### config.mk
export PLATFORM = sky130hd
export DESIGN_NAME = csd_chip_select_decoder
export DESIGN_NICKNAME = d
export VERILOG_FILES = /design/src/csd_pkg.sv /design/src/csd_wait_if.sv /design/src/csd_chip_select_decoder.sv /design/src/csd_wait_gen.sv
export SDC_FILE = /design/constraint.sdc
export NUM_CORES = 1
export LEC_CHECK = 0
export BUFFER_PORTS_ARGS = -buffer_cell sky130_fd_sc_hd__buf_2
export CAP_MARGIN = 20
export CORE_MARGIN = 2
export CORE_UTILIZATION = 62
export CTS_CLUSTER_SIZE = 20
export DETAILED_ROUTE_END_ITERATION = 16
export HOLD_SLACK_MARGIN = 0.02
export PLACE_DENSITY = 0.85
export SYNTH_ARGS = -nofsm -noshare
export SYNTH_HDL_FRONTEND = slang
export SYNTH_HIERARCHICAL = 1
export SYNTH_SLANG_ARGS = --single-unit
export TNS_END_PERCENT = 50
### constraint.sdc
create_clock -name sys_clk -period 12.7 [get_ports sys_clk]
set_clock_uncertainty 0.2 [all_clocks]
set_input_delay 1.27 -clock sys_clk [delete_from_list [all_inputs] [get_ports sys_clk]]
set_output_delay 1.27 -clock sys_clk [all_outputs]
set_load 0.05 [all_outputs]
### src/csd_pkg.sv
package csd_pkg;
	// Bus address and control word widths
	localparam int CSD_ADDR_W = 20;
	localparam int CSD_WORD_W = 16;
	localparam int CSD_MID_COUNT = 4;
	localparam int CSD_PERIPH_COUNT = 7;

	// Cycle status codes presented with the address
	localparam logic [2:0] CSD_ST_INTA = 3'h0;
	localparam logic [2:0] CSD_ST_IO_RD = 3'h1;
	localparam logic [2:0] CSD_ST_IO_WR = 3'h2;
	localparam logic [2:0] CSD_ST_HALT = 3'h3;
	localparam logic [2:0] CSD_ST_FETCH = 3'h4;
	localparam logic [2:0] CSD_ST_MEM_RD = 3'h5;
	localparam logic [2:0] CSD_ST_MEM_WR = 3'h6;
	localparam logic [2:0] CSD_ST_PASSIVE = 3'h7;

	// Control word fields common to all select controls
	localparam int CSD_WS_LSB = 0;
	localparam int CSD_WS_W = 2;
	localparam int CSD_RDY_IGN_BIT = 2;
	localparam int CSD_DISABLE_BIT = 3;

	// Upper and lower block fields, compared with address bits 17:10
	localparam int CSD_UL_LSB = 6;
	localparam int CSD_UL_W = 8;
	localparam int CSD_UL_ADDR_LSB = 10;
	localparam logic [1:0] CSD_UPPER_BANK = 2'h3;
	localparam logic [1:0] CSD_LOWER_BANK = 2'h0;

	// Mid block start, compared with address bits 19:13
	localparam int CSD_MID_LSB = 9;
	localparam int CSD_MID_W = 7;
	localparam int CSD_MID_ADDR_LSB = 13;
	// Quarter granularity of the smallest mid block, address bits 19:11
	localparam int CSD_MIDQ_ADDR_LSB = 11;
	localparam int CSD_MIDQ_W = 9;

	// Peripheral block start on any 1 Kbyte boundary, address bits 19:10
	localparam int CSD_PER_LSB = 6;
	localparam int CSD_PER_W = 10;
	localparam int CSD_PER_ADDR_LSB = 10;
	localparam int CSD_SLOT_LSB = 7;
	localparam int CSD_SLOT_W = 3;

	// Shared alternate control fields
	localparam int CSD_ALT_SIZE_LSB = 8;
	localparam int CSD_ALT_SIZE_W = 7;
	localparam int CSD_ALT_PINFN_BIT = 7;
	localparam int CSD_ALT_MEMSP_BIT = 6;

	// Reset values
	localparam logic [7:0] CSD_UPPER_START_RST = 8'hFF;
	localparam logic [7:0] CSD_LOWER_END_RST = 8'h00;
	localparam logic [1:0] CSD_WS_RST = 2'h3;
	localparam logic CSD_RDY_IGN_RST = 1'b0;
	localparam logic [6:0] CSD_ALT_SIZE_RST = 7'h01;

	// Index of each select group in the wait-state merge
	localparam int CSD_G_UPPER = 0;
	localparam int CSD_G_LOWER = 1;
	localparam int CSD_G_MID = 2;
	localparam int CSD_G_PLOW = 3;
	localparam int CSD_G_PHIGH = 4;
	localparam int CSD_GROUPS = 5;
	localparam int CSD_PHIGH_FIRST = 4;
	localparam int CSD_PAIR_LOW = 5;
	localparam int CSD_PAIR_HIGH = 6;
	localparam int CSD_PAIR_A_LOW = 1;
	localparam int CSD_PAIR_A_HIGH = 2;
endpackage

### src/csd_wait_if.sv
`timescale 1ns/1ns
interface csd_wait_if;
	logic start;
	logic [1:0] wait_count;
	logic ready_ignore;
	logic done;

	modport ctrl (output start, output wait_count, output ready_ignore, input done);
	modport gen (input start, input wait_count, input ready_ignore, output done);
endinterface

### src/csd_chip_select_decoder.sv
// Contract
// - Thirteen selects: upper, lower, four mid-range, seven peripheral.
// - Upper, lower, mid decode memory only; peripheral decodes memory or I/O.
// - Upper region ends at top of memory; size sets its start.
// - Lower region starts at zero; size sets its end.
// - Upper and lower block sizes span 1 Kbyte to 256 Kbytes.
// - Mid selects cover one contiguous block, 8 to 512 Kbytes.
// - Each mid select covers its own consecutive quarter of the block.
// - Peripheral block is 896 bytes, one 128-byte slice per select.
// - Peripheral block start lies on any 1 Kbyte boundary.
// - Select needs enable, matching space, address in block, no control-block hit.
// - Read, write, prefetch are memory; I/O read and write are I/O.
// - Interrupt acknowledge and halt cycles never assert a select.
// - After reset only the upper select is configured and active.
// - Select goes active with the address, no extra decode delay.
// - Core, DMA and refresh cycles are all decoded alike.
// - One space choice applies to all seven peripheral selects.
// - Each control holds base address, ready and wait requirements.
// - Alternate control holds mid size, space, pin function, top-three waits.
// - Each select can be disabled so it never asserts.
// - Each select has a wait generator and a ready-ignore option.
// - Ready bit clear waits for ready; set ends on wait count.
// - Two-bit wait field is the least wait states per cycle.
// - Pin function set: top pair are selects; clear: address bits two, one.
`timescale 1ns/1ns
module csd_chip_select_decoder
	import csd_pkg::*;
#(
	parameter int MID_COUNT = CSD_MID_COUNT,
	parameter int PERIPH_COUNT = CSD_PERIPH_COUNT
)
(
	input wire logic sys_clk,
	input wire logic reset,
	input wire logic [CSD_WORD_W-1:0] ctl_wdata,
	input wire logic write_upper_control,
	input wire logic write_lower_control,
	input wire logic write_mid_control,
	input wire logic write_periph_control,
	input wire logic write_alternate_control,
	input wire logic cycle_start,
	input wire logic cycle_end,
	input wire logic [CSD_ADDR_W-1:0] cycle_addr,
	input wire logic [2:0] cycle_status,
	input wire logic pcb_access,
	input wire logic bus_ready,
	output logic upper_mem_select_n,
	output logic lower_mem_select_n,
	output logic [MID_COUNT-1:0] mid_mem_selects_n,
	output logic [PERIPH_COUNT-1:0] periph_selects_n,
	output logic [1:0] cycle_wait_states,
	output logic cycle_ready_ignore,
	output logic cycle_done,
	output logic cycle_selected,
	output logic [3:0] group_enabled
);
	typedef enum logic {CSD_IDLE, CSD_ACTIVE} csd_state_e;

	csd_state_e state;
	csd_wait_if w ();

	// Upper select control
	logic [CSD_UL_W-1:0] upper_start;
	logic [1:0] upper_ws;
	logic upper_ign;
	logic upper_dis;
	// Lower select control
	logic [CSD_UL_W-1:0] lower_end;
	logic [1:0] lower_ws;
	logic lower_ign;
	logic lower_dis;
	logic lower_written;
	// Mid select control
	logic [CSD_MID_W-1:0] mid_start;
	logic [1:0] mid_ws;
	logic mid_ign;
	logic mid_dis;
	logic mid_written;
	// Peripheral select control
	logic [CSD_PER_W-1:0] periph_start;
	logic [1:0] periph_ws;
	logic periph_ign;
	logic periph_dis;
	logic periph_written;
	// Shared alternate control
	logic [CSD_ALT_SIZE_W-1:0] alt_size;
	logic alt_pin_fn;
	logic alt_mem_space;
	logic [1:0] alt_ws;
	logic alt_ign;
	logic alt_written;

	// Control word field extraction
	wire logic [1:0] wd_ws = ctl_wdata[CSD_WS_LSB +: CSD_WS_W];
	wire logic wd_ign = ctl_wdata[CSD_RDY_IGN_BIT];
	wire logic wd_dis = ctl_wdata[CSD_DISABLE_BIT];
	wire logic [CSD_UL_W-1:0] wd_ul = ctl_wdata[CSD_UL_LSB +: CSD_UL_W];
	wire logic [CSD_MID_W-1:0] wd_mid = ctl_wdata[CSD_MID_LSB +: CSD_MID_W];
	wire logic [CSD_PER_W-1:0] wd_per = ctl_wdata[CSD_PER_LSB +: CSD_PER_W];
	wire logic [CSD_ALT_SIZE_W-1:0] wd_size = ctl_wdata[CSD_ALT_SIZE_LSB +: CSD_ALT_SIZE_W];

	// Upper and lower are separate; mid and peripheral need the alternate too
	wire logic upper_en = !upper_dis;
	wire logic lower_en = lower_written && !lower_dis;
	wire logic mid_en = mid_written && alt_written && !mid_dis;
	wire logic periph_en = periph_written && alt_written && !periph_dis;

	always_ff @(posedge sys_clk) begin
		if (reset) begin
			upper_start <= CSD_UPPER_START_RST;
			upper_ws <= CSD_WS_RST;
			upper_ign <= CSD_RDY_IGN_RST;
			upper_dis <= 1'b0;
		end else if (write_upper_control) begin
			upper_start <= wd_ul;
			upper_ws <= wd_ws;
			upper_ign <= wd_ign;
			upper_dis <= wd_dis;
		end
	end

	always_ff @(posedge sys_clk) begin
		if (reset) begin
			lower_end <= CSD_LOWER_END_RST;
			lower_ws <= CSD_WS_RST;
			lower_ign <= CSD_RDY_IGN_RST;
			lower_dis <= 1'b0;
			lower_written <= 1'b0;
		end else if (write_lower_control) begin
			lower_end <= wd_ul;
			lower_ws <= wd_ws;
			lower_ign <= wd_ign;
			lower_dis <= wd_dis;
			lower_written <= 1'b1;
		end
	end

	always_ff @(posedge sys_clk) begin
		if (reset) begin
			mid_start <= '0;
			mid_ws <= CSD_WS_RST;
			mid_ign <= CSD_RDY_IGN_RST;
			mid_dis <= 1'b0;
			mid_written <= 1'b0;
		end else if (write_mid_control) begin
			mid_start <= wd_mid;
			mid_ws <= wd_ws;
			mid_ign <= wd_ign;
			mid_dis <= wd_dis;
			mid_written <= 1'b1;
		end
	end

	always_ff @(posedge sys_clk) begin
		if (reset) begin
			periph_start <= '0;
			periph_ws <= CSD_WS_RST;
			periph_ign <= CSD_RDY_IGN_RST;
			periph_dis <= 1'b0;
			periph_written <= 1'b0;
		end else if (write_periph_control) begin
			periph_start <= wd_per;
			periph_ws <= wd_ws;
			periph_ign <= wd_ign;
			periph_dis <= wd_dis;
			periph_written <= 1'b1;
		end
	end

	always_ff @(posedge sys_clk) begin
		if (reset) begin
			alt_size <= CSD_ALT_SIZE_RST;
			alt_pin_fn <= 1'b0;
			alt_mem_space <= 1'b0;
			alt_ws <= CSD_WS_RST;
			alt_ign <= CSD_RDY_IGN_RST;
			alt_written <= 1'b0;
		end else if (write_alternate_control) begin
			alt_size <= wd_size;
			alt_pin_fn <= ctl_wdata[CSD_ALT_PINFN_BIT];
			alt_mem_space <= ctl_wdata[CSD_ALT_MEMSP_BIT];
			alt_ws <= wd_ws;
			alt_ign <= wd_ign;
			alt_written <= 1'b1;
		end
	end

	// Cycle type classification; every bus master presents the same status
	wire logic mem_cycle = (cycle_status == CSD_ST_MEM_RD) ||
		(cycle_status == CSD_ST_MEM_WR) ||
		(cycle_status == CSD_ST_FETCH);
	wire logic io_cycle = (cycle_status == CSD_ST_IO_RD) ||
		(cycle_status == CSD_ST_IO_WR);
	// Acknowledge, halt and passive codes fall in neither class
	wire logic mem_ok = mem_cycle && !pcb_access;
	wire logic io_ok = io_cycle && !pcb_access;

	// Upper and lower blocks, 1 to 256 Kbytes at the ends of memory
	wire logic [1:0] bank = cycle_addr[CSD_ADDR_W-1 -: 2];
	wire logic [CSD_UL_W-1:0] ul_addr = cycle_addr[CSD_UL_ADDR_LSB +: CSD_UL_W];
	wire logic upper_hit = upper_en && mem_ok &&
		(bank == CSD_UPPER_BANK) && (ul_addr >= upper_start);
	wire logic lower_hit = lower_en && mem_ok &&
		(bank == CSD_LOWER_BANK) && (ul_addr <= lower_end);

	// Mid block measured in quarters of the smallest block size
	wire logic [CSD_MID_W-1:0] mid_addr = cycle_addr[CSD_MID_ADDR_LSB +: CSD_MID_W];
	wire logic [CSD_MIDQ_W-1:0] midq_addr = cycle_addr[CSD_MIDQ_ADDR_LSB +: CSD_MIDQ_W];
	// Start is assumed aligned to the size, so the offset never wraps
	wire logic [CSD_MIDQ_W-1:0] mid_off = midq_addr - {mid_start, 2'h0};
	wire logic mid_in = (mid_addr >= mid_start) &&
		(mid_off < {alt_size, 2'h0});
	logic [1:0] mid_quarter;

	// Quarter index sits at the highest size bit position of the offset
	always_comb begin
		mid_quarter = 2'h0;
		for (int i = 0; i < CSD_ALT_SIZE_W; i++) begin
			if (alt_size[i]) begin
				mid_quarter = 2'(mid_off >> i);
			end
		end
	end

	logic [MID_COUNT-1:0] mid_hit;
	always_comb begin
		for (int j = 0; j < MID_COUNT; j++) begin
			mid_hit[j] = mid_en && mem_ok && mid_in &&
				(mid_quarter == 2'(j));
		end
	end

	// Peripheral block: one 1 Kbyte-aligned page, seven 128-byte slots
	wire logic [CSD_PER_W-1:0] per_addr = cycle_addr[CSD_PER_ADDR_LSB +: CSD_PER_W];
	wire logic [CSD_SLOT_W-1:0] slot = cycle_addr[CSD_SLOT_LSB +: CSD_SLOT_W];
	wire logic per_space = alt_mem_space ? mem_ok : io_ok;
	wire logic per_in = (per_addr == periph_start) &&
		(slot < CSD_SLOT_W'(PERIPH_COUNT));
	logic [PERIPH_COUNT-1:0] periph_hit;

	always_comb begin
		for (int k = 0; k < PERIPH_COUNT; k++) begin
			periph_hit[k] = periph_en && per_space && per_in &&
				(slot == CSD_SLOT_W'(k));
		end
		if (!alt_pin_fn) begin
			periph_hit[CSD_PAIR_LOW] = 1'b0;
			periph_hit[CSD_PAIR_HIGH] = 1'b0;
		end
	end

	// Per-group hits and their wait requirements
	logic [CSD_GROUPS-1:0] g_hit;
	logic [1:0] g_ws [CSD_GROUPS];
	logic [CSD_GROUPS-1:0] g_ign;

	assign g_hit[CSD_G_UPPER] = upper_hit;
	assign g_hit[CSD_G_LOWER] = lower_hit;
	assign g_hit[CSD_G_MID] = |mid_hit;
	assign g_hit[CSD_G_PLOW] = |periph_hit[CSD_PHIGH_FIRST-1:0];
	assign g_hit[CSD_G_PHIGH] = |periph_hit[PERIPH_COUNT-1:CSD_PHIGH_FIRST];
	assign g_ws[CSD_G_UPPER] = upper_ws;
	assign g_ws[CSD_G_LOWER] = lower_ws;
	assign g_ws[CSD_G_MID] = mid_ws;
	assign g_ws[CSD_G_PLOW] = periph_ws;
	assign g_ws[CSD_G_PHIGH] = alt_ws;
	assign g_ign[CSD_G_UPPER] = upper_ign;
	assign g_ign[CSD_G_LOWER] = lower_ign;
	assign g_ign[CSD_G_MID] = mid_ign;
	assign g_ign[CSD_G_PLOW] = periph_ign;
	assign g_ign[CSD_G_PHIGH] = alt_ign;

	// Overlaps: longest wait wins, ready ignored only if all agree
	logic [1:0] next_ws;
	logic next_ign;
	always_comb begin
		next_ws = 2'h0;
		next_ign = |g_hit;
		for (int g = 0; g < CSD_GROUPS; g++) begin
			if (g_hit[g]) begin
				if (g_ws[g] > next_ws) begin
					next_ws = g_ws[g];
				end
				next_ign = next_ign && g_ign[g];
			end
		end
	end

	// Pair pins follow latched address bits when not used as selects
	wire logic [1:0] pair_addr = {cycle_addr[CSD_PAIR_A_HIGH], cycle_addr[CSD_PAIR_A_LOW]};
	wire logic [1:0] pair_idle = alt_pin_fn ? 2'h3 :
		{periph_selects_n[CSD_PAIR_HIGH], periph_selects_n[CSD_PAIR_LOW]};
	logic [PERIPH_COUNT-1:0] next_periph_n;
	logic [PERIPH_COUNT-1:0] idle_periph_n;
	always_comb begin
		next_periph_n = ~periph_hit;
		idle_periph_n = '1;
		if (!alt_pin_fn) begin
			next_periph_n[CSD_PAIR_HIGH] = pair_addr[1];
			next_periph_n[CSD_PAIR_LOW] = pair_addr[0];
		end
		idle_periph_n[CSD_PAIR_HIGH] = pair_idle[1];
		idle_periph_n[CSD_PAIR_LOW] = pair_idle[0];
	end

	// Selects are captured on the address state edge
	always_ff @(posedge sys_clk) begin
		if (reset) begin
			state <= CSD_IDLE;
			upper_mem_select_n <= 1'b1;
			lower_mem_select_n <= 1'b1;
			mid_mem_selects_n <= '1;
			periph_selects_n <= '1;
			cycle_wait_states <= 2'h0;
			cycle_ready_ignore <= 1'b0;
			cycle_selected <= 1'b0;
			w.start <= 1'b0;
		end else begin
			w.start <= cycle_start;
			if (cycle_start) begin
				state <= CSD_ACTIVE;
				upper_mem_select_n <= !upper_hit;
				lower_mem_select_n <= !lower_hit;
				mid_mem_selects_n <= ~mid_hit;
				periph_selects_n <= next_periph_n;
				cycle_wait_states <= next_ws;
				cycle_ready_ignore <= next_ign;
				cycle_selected <= |g_hit;
			end else if (state == CSD_ACTIVE && cycle_end) begin
				state <= CSD_IDLE;
				upper_mem_select_n <= 1'b1;
				lower_mem_select_n <= 1'b1;
				mid_mem_selects_n <= '1;
				periph_selects_n <= idle_periph_n;
				cycle_selected <= 1'b0;
			end else if (state == CSD_IDLE) begin
				periph_selects_n <= idle_periph_n;
			end
		end
	end

	// Group enables reported for software visibility
	always_ff @(posedge sys_clk) begin
		if (reset) begin
			group_enabled <= 4'h0;
		end else begin
			group_enabled <= {periph_en, mid_en, lower_en, upper_en};
		end
	end

	assign w.wait_count = cycle_wait_states;
	assign w.ready_ignore = cycle_ready_ignore;
	assign cycle_done = w.done;

	csd_wait_gen u_wait_gen (
		.sys_clk(sys_clk),
		.reset(reset),
		.bus_ready(bus_ready),
		.w(w)
	);
endmodule

### src/csd_wait_gen.sv
`timescale 1ns/1ns
module csd_wait_gen
	import csd_pkg::*;
(
	input wire logic sys_clk,
	input wire logic reset,
	input wire logic bus_ready,
	csd_wait_if.gen w
);
	typedef enum logic {CSD_W_IDLE, CSD_W_COUNT} csd_wstate_e;

	csd_wstate_e state;
	logic [1:0] count;
	logic [1:0] limit;
	logic ignore;
	wire logic count_met = (count >= limit);
	// Wait count is a floor; ready extends the cycle unless ignored
	wire logic finish = count_met && (ignore || bus_ready);

	always_ff @(posedge sys_clk) begin
		if (reset) begin
			state <= CSD_W_IDLE;
			count <= 2'h0;
			limit <= 2'h0;
			ignore <= 1'b0;
			w.done <= 1'b0;
		end else begin
			w.done <= 1'b0;
			unique case (state)
				CSD_W_IDLE: begin
					if (w.start) begin
						count <= 2'h0;
						limit <= w.wait_count;
						ignore <= w.ready_ignore;
						state <= CSD_W_COUNT;
					end
				end
				CSD_W_COUNT: begin
					if (finish) begin
						w.done <= 1'b1;
						state <= CSD_W_IDLE;
					end else if (!count_met) begin
						count <= count + 2'h1;
					end
				end
			endcase
		end
	end
endmodule

==> metrics <==
status=finished clean; area delta synth->final=11.57%; post-route setup TNS=0 ns; Critical Path RT=12.76 ns; Vias/cell=5.830; Synth top area share=37.64%; RSZ-0062 raised after global routing=no; Slew headroom=44.99%; H-tree depth=3; Fmax=0.1543 GHz; final WL=12020 um; Post-Syn Area=5052 sq um; Commonest cells post-synth=95 x dfxtp_1, 90 x nor2_1, 55 x inv_1; total global-route track usage=28.05%; synth unique cells=62; Comb pwr share=17.7%; HPWL after detailed placement=8652 um; Crit path top cell by count=inv_1; Pleak=2.555 nW; Hold Violations, Final=0; maximum fanout along the worst path=5; first-pass GRT wire length=19300 um; TritonCTS clock tree=done; critical path capture point type=register; Die Y=94.27 um; Core Region=7807 sq um; largest net degree at the start of global routing=62; count leader, synth=dfxtp_1; # diodes=0; # rows=32; Root Driver=clkbuf_8; layout cell share with drive strength beyond 1=15.62%; port bufs=64; sequential element share of the synthesized area=37.64%; DRC violations left=0; transition time of the tightest slew-check pin=0.8242 ns; Max-cap violations=0; DIE AREA=8887 sq um; minimum clock period=6.482 ns; arrival time worst endpoint=6.55 ns; vias in the first global route=4092; critical path type=in2reg; fin crit share=51.04%; CP startpoint=cycle_addr[10]; DP Worst Slack=5.873 ns; fin. max-slew vios=0; maximum VDD drop=0.05708 mV; fillers=622; top cells by area, synth=dfxtp_1 38%, ha_1 11%, mux2i_1 9.7%; Initial DRT Pass Iterations=5; Post-CTS Setup Bufs=0; FF-to-FF End=cycle_wait_states[0]; area leader, netlist=dfxtp_1; flop-to-flop setup slack=6.94 ns; Post-synth EDFFs=0; clk_lat worst skew=0.37 ns; cts hold-fix bufs=0; syn_nets=668; Resized cells post-CTS=0; reg2reg start=upper_start[0]; clock network power share=33.5%; clock tree buffer depth=2; Hold/Removal Path Class=reg2reg; switching share of power=28.23%; Layout Nets=724; Final ANT Viol Nets=0; Internal Pwr Total=0.0004742 W; Primary FF master, synth=dfxtp_1; Seq cells post-synth=95; register share of total power=48.8%; Cell Pwr Density=117.2 nW/um^2; average wire per cell in the routed design=16.34 um; crit path capture=cycle_wait_states[0]; average size of a mapped cell=8.802 sq um; CTS buffer count=9; Worst-path clk slew=0.10 ns; CP startpoint kind=input port; via count=4291; Final Setup Violations=0; worst reg-to-reg path cell count=29; routability congestion estimate=0.8690; Synth warnings=6; Initial DRC Count=198; initial antenna violation count=0; slowest CP cell=or3_1; Final WS setup=6.218 ns; initial core utilization=64.71%; die width=94.27 um; clock sink count=95; Async S/R FF share, synth=0%; io pins=72; net switching power=0.0001866 W; GR Overflow Total=0; Gate Count Post-Synth=574; Critical Path Max Stage Delay=0.49 ns
## layout by cell type (no fill, tap or decap), drive strengths merged, types with 12 or more instances in the layout
cell,count
dfxtp,95
o211ai,18
nor2,90
a21oi,24
mux2i,49
ha,43
inv,55
o21ai,13
nand2,49
buf,65
clkbuf,12
## layout make-up
| type | count | area [sq um] | area share [%] |
|---|---|---|---|
| multi-input combinational | 404 | 2860 | 50.74 |
| tap | 102 | 127.6 | 2.264 |
| clock buffer | 12 | 145.1 | 2.575 |
| timing repair buffer | 65 | 327.8 | 5.816 |
| inverter | 55 | 206.4 | 3.663 |
| sequential | 95 | 1902 | 33.74 |
| clock inverter | 3 | 67.56 | 1.199 |
## cells by family (layout without fill, tap and decap cells)
group / count (synthesis) / in the layout / synth area share (%)
fa+ha+maj: 44 / 44 / 11.05
compound gates: 110 / 110 / 15.80
flops: 95 / 95 / 37.64
xor+xnor: 13 / 13 / 2.254
mux: 51 / 51 / 10.15
simple gates: 186 / 186 / 17.36
buf+inv: 75 / 135 / 5.745
## metrics by stage
stage | hold WS, ns | util (%) | instances | cell area, sq um | power [W]
floorplan | 0.2125 | - | 574 | 5052 | 0.0004084
global placement | 0.2404 | 69.47 | 721 | 5424 | 0.0004371
detailed placement | 0.2477 | 69.47 | 721 | 5424 | 0.0004429
CTS | 0.2486 | 72.20 | 736 | 5637 | 0.0006581
global route | 0.2764 | 72.20 | 736 | 5637 | 0.0006866
finish | 0.2528 | 72.20 | 736 | 5637 | 0.0006608
## state kept, by name, summed over array words and instances (netlist names), 4 cells and up
name	count
alt_size	7
group_enabled	4
lower_end	8
mid_mem_selects_n	4
mid_start	7
periph_selects_n	7
periph_start	10
upper_start	8
## worst min path at each step
stage | start | to | slack (ns) | cells past startpoint
global placement | upper_dis | group_enabled[0] | 0.24 | 1
global route | mid_dis | group_enabled[2] | 0.28 | 1
finish | mid_dis | group_enabled[2] | 0.25 | 1
floorplan | periph_dis | group_enabled[3] | 0.21 | 1
detailed placement | mid_dis | group_enabled[2] | 0.25 | 1
CTS | mid_dis | group_enabled[2] | 0.25 | 1
## layer usage
| metal | global-route usage [%] | part of all wire [%] |
|---|---|---|
| met1 | 35.58 | 44 |
| met2 | 47.20 | 48 |
| met4 | 10.99 | 1.7 |
| met3 | 5.056 | 5.8 |
| met5 | 0 | 0 |
## power by group through the flow
stage	clock network, W	registers (W)	logic [W]
global route	0.000232	0.000324	0.000131
detailed placement	0	0.000329	0.000114
floorplan	0	0.000331	0.0000777
finish	0.000221	0.000323	0.000117
global placement	0	0.000328	0.000109
CTS	0.000220	0.000322	0.000116
## worst max-delay path: cells and delay by family
kind,cells,cell delay [ns]
AO/OA/AOI/OAI,13,2.31
adder cells (fa/ha/maj),5,1.34
AND/OR/NAND/NOR,6,1.21
buffers and inverters,7,0.41
Note: power is estimated with default switching activity, not from simulation.
